==> config.mk <==
export PLATFORM = sky130hd
export DESIGN_NAME = tlb_entry_low_attributes
export DESIGN_NICKNAME = d
export VERILOG_FILES = /design/src/logic/tlb_low_pkg.sv /design/src/logic/tlb_entry_low_attributes.sv
export SDC_FILE = /design/constraint.sdc
export NUM_CORES = 2
export LEC_CHECK = 0
export BUFFER_PORTS_ARGS = -buffer_cell sky130_fd_sc_hd__buf_2
export CAP_MARGIN = 15
export CORE_MARGIN = 5
export CORE_UTILIZATION = 40
export DETAILED_ROUTE_END_ITERATION = 10
export HOLD_SLACK_MARGIN = 0.03
export PLACE_DENSITY_LB_ADDON = 0.3
export SKIP_LAST_GASP = 1
export SYNTH_ARGS = -nofsm -noshare
export SYNTH_HDL_FRONTEND = slang
export SYNTH_SLANG_ARGS = --single-unit
==> constraint.sdc <==
create_clock -name clk -period 6.6 [get_ports clk]
set_input_delay 0.99 -clock clk [delete_from_list [all_inputs] [get_ports clk]]
set_output_delay 0.99 -clock clk [all_outputs]
set_load 0.1 [all_outputs]
==> src/logic/tlb_low_pkg.sv <==
package tlb_low_pkg;
  // Special-register selector of the entry low word
  localparam logic [15:0] SEL_ENTRY_LOW = 16'h1002;
  // Entry count and index width
  localparam int ENTRY_COUNT = 64;
  localparam int INDEX_W = 6;
  // Field positions, bit 0 is the most significant bit of the word
  localparam int PAGE_NUM_MSB = 0;
  localparam int PAGE_NUM_LSB = 21;
  localparam int PAGE_NUM_W = 22;
  localparam int EXEC_BIT = 22;
  localparam int WR_BIT = 23;
  localparam int ZONE_SEL_MSB = 24;
  localparam int ZONE_SEL_LSB = 27;
  localparam int WT_BIT = 28;
  localparam int CI_BIT = 29;
  localparam int MC_BIT = 30;
  localparam int GD_BIT = 31;
  // Constant attribute values
  localparam logic WT_VALUE = 1'b1;
  localparam logic MC_VALUE = 1'b0;
  // Entry value at configuration load
  localparam logic [31:0] ENTRY_LOAD_VALUE = 32'h00000000;
  // Zone protect codes
  localparam logic [1:0] ZONE_DENY_USER = 2'h0;
  localparam logic [1:0] ZONE_FULL = 2'h3;
  localparam logic [1:0] ZONE_FULL_PRIV = 2'h2;
  // Configuration level with full translation
  localparam logic [1:0] CFG_FULL_XLAT = 2'h3;
  // Page size code width
  localparam int SIZE_W = 3;
endpackage

==> src/logic/tlb_entry_low_attributes.sv <==
`timescale 1ns/1ps
module tlb_entry_low_attributes (
  input wire logic clk,
  input wire logic resetn,
  input wire logic [1:0] translationConfigLevel,
  input wire logic sprWrite,
  input wire logic sprRead,
  input wire logic [15:0] sprSelect,
  input wire logic [31:0] sprWriteData,
  input wire logic [tlb_low_pkg::INDEX_W-1:0] entryIndexReg,
  input wire logic lookupValid,
  input wire logic lookupHit,
  input wire logic [tlb_low_pkg::INDEX_W-1:0] lookupIndex,
  input wire logic lookupEntryValid,
  input wire logic [tlb_low_pkg::SIZE_W-1:0] lookupSize,
  input wire logic [31:0] virtualAddr,
  input wire logic isFetch,
  input wire logic isStore,
  input wire logic userMode,
  input wire logic [31:0] zoneProtectReg,
  output logic [31:0] sprReadData,
  output logic [31:0] physicalAddr,
  output logic xlatValid,
  output logic instrStorageFault,
  output logic dataStorageFault,
  output logic cacheInhibit,
  output logic guarded
);
  // Entry array: no reset, only the initial load value
  logic [31:0] entryMem [tlb_low_pkg::ENTRY_COUNT];
  initial
  begin
    for (int i = 0; i < tlb_low_pkg::ENTRY_COUNT; i++)
      entryMem[i] = tlb_low_pkg::ENTRY_LOAD_VALUE;
  end

  logic selHit;
  logic [31:0] storeWord;
  assign selHit = (sprSelect == tlb_low_pkg::SEL_ENTRY_LOW);

  // Fixed bits are forced so stored value never disagrees
  always_comb
  begin
    storeWord = sprWriteData;
    storeWord[31-tlb_low_pkg::WT_BIT] = tlb_low_pkg::WT_VALUE;
    storeWord[31-tlb_low_pkg::MC_BIT] = tlb_low_pkg::MC_VALUE;
  end

  // Memory write port, kept resetless on purpose
  always_ff @(posedge clk)
  begin
    if (sprWrite && selHit)
      entryMem[entryIndexReg] <= storeWord;
  end

  // Lookup field extraction; bit n of docs is word bit 31-n
  logic [31:0] hitWord;
  logic [tlb_low_pkg::PAGE_NUM_W-1:0] pageNumber;
  logic execPermit;
  logic wrPermit;
  logic [3:0] zoneSelect;
  logic [1:0] zoneCode;
  logic [31:0] keepMask;
  logic effValid;
  logic effExec;
  logic effWr;
  assign hitWord = entryMem[lookupIndex];
  assign pageNumber = hitWord[31-tlb_low_pkg::PAGE_NUM_MSB -: tlb_low_pkg::PAGE_NUM_W];
  assign execPermit = hitWord[31-tlb_low_pkg::EXEC_BIT];
  assign wrPermit = hitWord[31-tlb_low_pkg::WR_BIT];
  assign zoneSelect = hitWord[31-tlb_low_pkg::ZONE_SEL_MSB -: 4];
  // Zone 0 sits in the top two bits of the protect word
  assign zoneCode = zoneProtectReg[31-2*zoneSelect -: 2];

  // Zone override of valid, write and execute
  always_comb
  begin
    effValid = lookupEntryValid;
    effExec = execPermit;
    effWr = wrPermit;
    if (userMode)
    begin
      case (zoneCode)
        tlb_low_pkg::ZONE_DENY_USER:
        begin
          effValid = 1'b0;
        end
        tlb_low_pkg::ZONE_FULL:
        begin
          effExec = 1'b1;
          effWr = 1'b1;
        end
        default:
        begin
          // Codes 01 and 10 leave the entry's own bits in force
          effValid = lookupEntryValid;
        end
      endcase
    end
    else
    begin
      case (zoneCode)
        tlb_low_pkg::ZONE_FULL, tlb_low_pkg::ZONE_FULL_PRIV:
        begin
          effExec = 1'b1;
          effWr = 1'b1;
        end
        default:
        begin
          // Privileged mode never denies through the zone
          effValid = lookupEntryValid;
        end
      endcase
    end
  end

  // Page size 1 KB << 2*size; offset bits come from the virtual address
  always_comb
  begin
    keepMask = 32'hFFFFFFFF << (5'd10 + {lookupSize, 1'b0});
  end

  logic [31:0] next_physicalAddr;
  logic next_xlatValid;
  logic next_instrStorageFault;
  logic next_dataStorageFault;
  logic next_cacheInhibit;
  logic next_guarded;
  logic [31:0] next_sprReadData;
  logic fullXlat;
  assign fullXlat = (translationConfigLevel == tlb_low_pkg::CFG_FULL_XLAT);

  // Translation result, one cycle after the lookup
  always_comb
  begin
    next_xlatValid = lookupValid && lookupHit && effValid;
    next_physicalAddr = virtualAddr;
    if (fullXlat)
      next_physicalAddr = ({pageNumber, 10'h000} & keepMask) | (virtualAddr & ~keepMask);
    next_instrStorageFault = next_xlatValid && isFetch && !effExec;
    next_dataStorageFault = next_xlatValid && isStore && !effWr;
    next_cacheInhibit = next_xlatValid && hitWord[31-tlb_low_pkg::CI_BIT];
    next_guarded = next_xlatValid && hitWord[31-tlb_low_pkg::GD_BIT];
    next_sprReadData = sprReadData;
    if (sprRead && selHit)
    begin
      next_sprReadData = entryMem[entryIndexReg];
      next_sprReadData[31-tlb_low_pkg::WT_BIT] = tlb_low_pkg::WT_VALUE;
      next_sprReadData[31-tlb_low_pkg::MC_BIT] = tlb_low_pkg::MC_VALUE;
    end
  end

  // Output registers; reset touches outputs, never the entries
  always_ff @(posedge clk or negedge resetn)
  begin
    if (!resetn)
    begin
      physicalAddr <= 32'h00000000;
      xlatValid <= 1'b0;
      instrStorageFault <= 1'b0;
      dataStorageFault <= 1'b0;
      cacheInhibit <= 1'b0;
      guarded <= 1'b0;
      sprReadData <= 32'h00000000;
    end
    else
    begin
      physicalAddr <= next_physicalAddr;
      xlatValid <= next_xlatValid;
      instrStorageFault <= next_instrStorageFault;
      dataStorageFault <= next_dataStorageFault;
      cacheInhibit <= next_cacheInhibit;
      guarded <= next_guarded;
      sprReadData <= next_sprReadData;
    end
  end

  // Checks
  a_wt_reads_one: assert property (@(posedge clk) disable iff (!resetn)
    $past(sprRead && selHit) |-> sprReadData[31-tlb_low_pkg::WT_BIT])
    else $error("write-through bit read as zero");
  a_mc_reads_zero: assert property (@(posedge clk) disable iff (!resetn)
    $past(sprRead && selHit) |-> !sprReadData[31-tlb_low_pkg::MC_BIT])
    else $error("coherence bit read as one");
  a_ifetch_fault: assert property (@(posedge clk) disable iff (!resetn)
    instrStorageFault |-> xlatValid && $past(isFetch))
    else $error("fetch fault without fetch");
  a_store_fault: assert property (@(posedge clk) disable iff (!resetn)
    dataStorageFault |-> xlatValid && $past(isStore))
    else $error("store fault without store");
  a_user_deny: assert property (@(posedge clk) disable iff (!resetn)
    (lookupValid && userMode && zoneCode == tlb_low_pkg::ZONE_DENY_USER) |=> !xlatValid)
    else $error("user zone 00 did not deny");
  a_priv_grant: assert property (@(posedge clk) disable iff (!resetn)
    (!userMode && zoneCode[1]) |=> !instrStorageFault && !dataStorageFault)
    else $error("privileged zone grant faulted");
  a_guard_ci: assert property (@(posedge clk) disable iff (!resetn)
    (guarded || cacheInhibit) |-> xlatValid)
    else $error("attribute without translation");
  a_wr_readback: assert property (@(posedge clk) disable iff (!resetn)
    (sprWrite && selHit) ##1 (sprRead && selHit && !sprWrite && $stable(entryIndexReg))
    |=> sprReadData[31:4] == $past(sprWriteData[31:4], 2) && sprReadData[2] == $past(sprWriteData[2], 2)
    && sprReadData[0] == $past(sprWriteData[0], 2))
    else $error("readback mismatch");
  a_page_offset: assert property (@(posedge clk) disable iff (!resetn)
    lookupValid |=> physicalAddr[9:0] == $past(virtualAddr[9:0]))
    else $error("page offset altered");

  // Address forming per configuration level and page size
  a_pa_passthru: assert property (@(posedge clk) disable iff (!resetn)
    !fullXlat |=> physicalAddr == $past(virtualAddr))
    else $error("address not passed through");
  a_pa_page: assert property (@(posedge clk) disable iff (!resetn)
    (fullXlat && lookupSize == 3'h0) |=> physicalAddr[31:10] == $past(pageNumber))
    else $error("page number not used");
  // Largest page keeps only the top eight page bits
  a_pa_unused: assert property (@(posedge clk) disable iff (!resetn)
    (fullXlat && lookupSize == 3'h7) |=> physicalAddr[23:0] == $past(virtualAddr[23:0]))
    else $error("unused page bits leaked");

  // Permission checks against the effective bits and the entry's own execute and write bits
  a_exec_fault_set: assert property (@(posedge clk) disable iff (!resetn)
    (lookupValid && lookupHit && effValid && isFetch && !effExec) |=> instrStorageFault)
    else $error("fetch fault missing");
  a_exec_allow: assert property (@(posedge clk) disable iff (!resetn)
    execPermit |=> !instrStorageFault)
    else $error("fetch faulted on executable page");
  a_store_fault_set: assert property (@(posedge clk) disable iff (!resetn)
    (lookupValid && lookupHit && effValid && isStore && !effWr) |=> dataStorageFault)
    else $error("store fault missing");
  a_write_allow: assert property (@(posedge clk) disable iff (!resetn)
    wrPermit |=> !dataStorageFault)
    else $error("store faulted on writable page");

  // Zone code effects in both modes
  a_user_grant_wr: assert property (@(posedge clk) disable iff (!resetn)
    (userMode && zoneCode == tlb_low_pkg::ZONE_FULL) |=> !dataStorageFault)
    else $error("user zone 11 store faulted");
  a_user_grant_ex: assert property (@(posedge clk) disable iff (!resetn)
    (userMode && zoneCode == tlb_low_pkg::ZONE_FULL) |=> !instrStorageFault)
    else $error("user zone 11 fetch faulted");
  a_user_mid_codes: assert property (@(posedge clk) disable iff (!resetn)
    (userMode && (zoneCode == 2'h1 || zoneCode == 2'h2) && lookupValid && lookupHit && lookupEntryValid)
    |=> xlatValid)
    else $error("user zone 01 or 10 denied");
  a_priv_valid_kept: assert property (@(posedge clk) disable iff (!resetn)
    (!userMode && lookupValid && lookupHit && lookupEntryValid) |=> xlatValid)
    else $error("privileged access denied");
  a_priv_low_codes: assert property (@(posedge clk) disable iff (!resetn)
    (!userMode && !zoneCode[1] && lookupValid && lookupHit && lookupEntryValid && isStore && !wrPermit)
    |=> dataStorageFault)
    else $error("privileged low zone overrode write");
  a_invalid_entry: assert property (@(posedge clk) disable iff (!resetn)
    !lookupEntryValid |=> !xlatValid)
    else $error("invalid entry translated");
  a_no_hit_quiet: assert property (@(posedge clk) disable iff (!resetn)
    !(lookupValid && lookupHit) |=> !xlatValid)
    else $error("translation without hit");
  a_deny_quiet: assert property (@(posedge clk) disable iff (!resetn)
    !xlatValid |-> !instrStorageFault && !dataStorageFault)
    else $error("fault without translation");

  // Attributes follow the hit entry
  a_ci_follow: assert property (@(posedge clk) disable iff (!resetn)
    (lookupValid && lookupHit && effValid) |=> cacheInhibit == $past(hitWord[31-tlb_low_pkg::CI_BIT]))
    else $error("cache inhibit wrong");
  a_gd_follow: assert property (@(posedge clk) disable iff (!resetn)
    (lookupValid && lookupHit && effValid) |=> guarded == $past(hitWord[31-tlb_low_pkg::GD_BIT]))
    else $error("guarded wrong");

  // Register port: read data holds, fixed bits stored constant
  a_read_hold: assert property (@(posedge clk) disable iff (!resetn)
    !(sprRead && selHit) |=> $stable(sprReadData))
    else $error("read data changed without read");
  a_wt_stored: assert property (@(posedge clk) disable iff (!resetn)
    (sprWrite && selHit) |=> entryMem[$past(entryIndexReg)][31-tlb_low_pkg::WT_BIT])
    else $error("write-through bit stored as zero");
  a_mc_stored: assert property (@(posedge clk) disable iff (!resetn)
    (sprWrite && selHit) |=> !entryMem[$past(entryIndexReg)][31-tlb_low_pkg::MC_BIT])
    else $error("coherence bit stored as one");

  c_cfg_passthru: cover property (@(posedge clk) lookupValid && !fullXlat);
  c_fetch_fault: cover property (@(posedge clk) instrStorageFault);
  c_store_fault: cover property (@(posedge clk) dataStorageFault);
  c_user_deny: cover property (@(posedge clk) lookupValid && lookupHit && userMode && zoneCode == 2'h0);
  c_spr_rw: cover property (@(posedge clk) (sprWrite && selHit) ##1 (sprRead && selHit));
endmodule

==> metrics.txt <==
first-pass GRT wire length=454000 um; Crit Path Max Fanout=23; Crit-path slowest cell=nor2_4; Post-synth EDFFs=1920; Placer Congestion=0.867; die height=478 um; placed cell count=7730; full die area=0.228 mm^2; antenna-violating nets left=0; Starting Density=0.403; RR Endpoint=dataStorageFault; setup repair bufs after CTS=0; Worst setup SP type=input port; status=completed; Synth Area per Inst=18.1 um^2; pre-CTS setup slack=1550 ps; final slew viol count=0; Primary FF master, synth=edfxtp_1; synth top area cells=edfxtp_1 66%, mux4_2 15%, a22oi_1 5.7%, dfrtp_1 1.9%, a22o_1 1.8%; drt wl/cell=40.6 um; Max Cap Violations=0; RSZ-0062 raised after global routing=false; H-tree lvl count=4; Ports=208; cell mode on critical path=buf_4; post-cts resize count=0; GRT Resource Usage Total=0.282; Hold Vio Cnt, Final=0; post-synthesis cell type count=68; Worst Tran Pin Value=1240 ps; Register-to-Register Path Depth=9; Synth Net Count=4970; largest net degree at the start of global routing=109; Final period util=0.667; Detailed Route WL=330000 um; crit path kind=in2reg; DRC=0; most numerous cell in the Yosys netlist=edfxtp_1; CTS root buffer=clkbuf_16; Seq cells post-synth=1988; WP buf/inv=4; Initial DRT Pass Iterations=6; Yosys top cell area share=0.659; Final nets=5225; CTS buffer count=203; VDD IR max=0.000210 V; Final HPWL DP=190000 um; PortBufs=204; routed vias=57600; minimum clock period=4400 ps; PwrDens=273 mW/mm^2; core area=0.217 mm^2; mapped cell area=0.0875 mm^2; fin cells=8121; register clock-pin slew on the reported worst setup and hold paths=60 ps; share of synthesized registers carrying an async set or reset=0.0342; P_leak=31.0 nW; Worst EP required=7100 ps; Critical Path End Type=flip-flop; Max-Slew Margin vs Limit=0.171; Fmax=227 MHz; Layout area overhead=14.1%; Worst-Skew Late Latency=850 ps; Std-Cell Rows=171; clock sink count=1988; worst stage delay on the critical path=860 ps; post-route setup slack=2200 ps; clk_skew=28.4 ps; setup TNS=0 ps; # setup viols final=0; Hold Crit Class=in2async; FF-to-FF setup slack=3200 ps; Syn. warnings=0; Post-synth top cells=1920 x edfxtp_1, 669 x a22oi_1, 565 x mux4_2; Die Span X=478 um; Pwr Total=27.2 mW; Syn Inst Count=4827; sequential share of the synthesized area=0.678; area leader, netlist=edfxtp_1; CP Data Arrival Time=4910 ps; clk buf depth=3; vias in the first global route=56700; 1st-iter DRT viols=9016; grt ovf=0; worst reg2reg startpoint=entryMem[7][3]; Post-CTS Hold Fix Bufs=0; layout cell share with drive strength beyond 1=0.273; CTS tree=built; Cell Chain, Critical Path=buf_2 -> buf_4 -> nor2b_4 -> buf_4 -> nand2_1 -> nor2_4 -> buf_4; Avg Vias per Cell=7.09; initial antenna violation count=22; Top delay family on crit path=buffers and inverters
## kinds of logic (layout without fill, tap and decap cells)
logic type | after synthesis | in the layout | synth area share
muxes | 699 | 699 | 0.161
DFF | 1988 | 1988 | 0.678
AOI/OAI and AO/OA | 1305 | 1305 | 0.115
and+or+nand+nor | 409 | 409 | 0.0247
other | 1 | 13 | 0.0000428
adders and majority gates | 4 | 4 | 0.000572
buffers and inverters | 421 | 849 | 0.0206
## final cells by class
| class | instances | area, um^2 |
|---|---|---|
| Multi-Input combinational cell | 2418 | 27000 |
| Tap cell | 2854 | 3570 |
| Clock buffer | 262 | 5460 |
| Clock inverter | 116 | 945 |
| Sequential cell | 1988 | 59400 |
| Inverter | 10 | 40.0 |
| Fill cell | 18200 | 117000 |
| Antenna cell | 12 | 30.0 |
| Timing Repair Buffer | 461 | 3530 |
## through the flow
stage / hold WS (ps) / utilization / cell area [um^2]
6_report: 116 / 0.459 / 99900
3_5_place_dp: 450 / 0.430 / 93400
4_1_cts: 108 / 0.459 / 99800
3_3_place_gp: 445 / 0.430 / 93400
5_1_grt: 142 / 0.459 / 99900
2_1_floorplan: 649 / - / 87500
## registers in the layout (all words and copies together), names as in the netlist
| register | count |
|---|---|
| cacheInhibit | 1 |
| dataStorageFault | 1 |
| entryMem | 1920 |
| guarded | 1 |
| instrStorageFault | 1 |
| physicalAddr | 32 |
| sprReadData | 31 |
| xlatValid | 1 |
## worst max-delay path by stage
stage                           from  slack, ps                 to  cells after the start
detailed placement    lookupIndex[0]       1550   physicalAddr[29]                      7
finish              entryIndexReg[5]       2200   entryMem[44][25]                      7
global route          lookupIndex[1]       2170  instrStorageFault                     11
floorplan           entryIndexReg[0]       1730    entryMem[26][0]                      9
CTS                   lookupIndex[0]       2440   physicalAddr[29]                      7
global placement      lookupIndex[0]       1550   physicalAddr[29]                      7
## cell usage in the layout (no fill, tap or decap), types with 10 or more instances in the layout
cell	Yosys	final
a21oi_1	15	14
a22o_1	183	183
buf_4	11	215
nand2b_1	12	10
clkbuf_16	0	207
dfrtp_1	68	68
o21ai_0	43	42
mux4_2	565	565
clkinv_2	0	38
a2111oi_0	20	16
a31oi_1	138	138
buf_12	0	43
nand3_1	20	19
nand2_1	85	84
diode_2	0	12
edfxtp_1	1920	1920
and2_1	13	13
nor2_4	0	65
or4_1	20	20
nor2_1	98	33
a22oi_1	669	669
mux2i_1	107	107
nand4_1	106	106
clkbuf_1	251	48
mux2_2	26	26
buf_2	60	198
a221oi_1	164	164
bufinv_16	0	11
and3_1	13	12
clkinv_1	0	46
## where the power goes
group	switching, mW	internal (mW)	leakage (nW)
Combinational	1.41	0.755	9.78
Clock	4.94	6.27	3.14
Sequential	0.00516	13.9	18.1
## per-layer routing
| metal | vias up | track usage | part of all wire |
|---|---|---|---|
| met5 | - | 0 | 0.00024 |
| met4 | 12 | 0.142 | 0.060 |
| met3 | 971 | 0.0904 | 0.15 |
| met2 | 5134 | 0.412 | 0.43 |
| met1 | 29700 | 0.381 | 0.36 |
| li1 | 21800 | - | - |
Note: power is estimated with default switching activity, not from simulation.
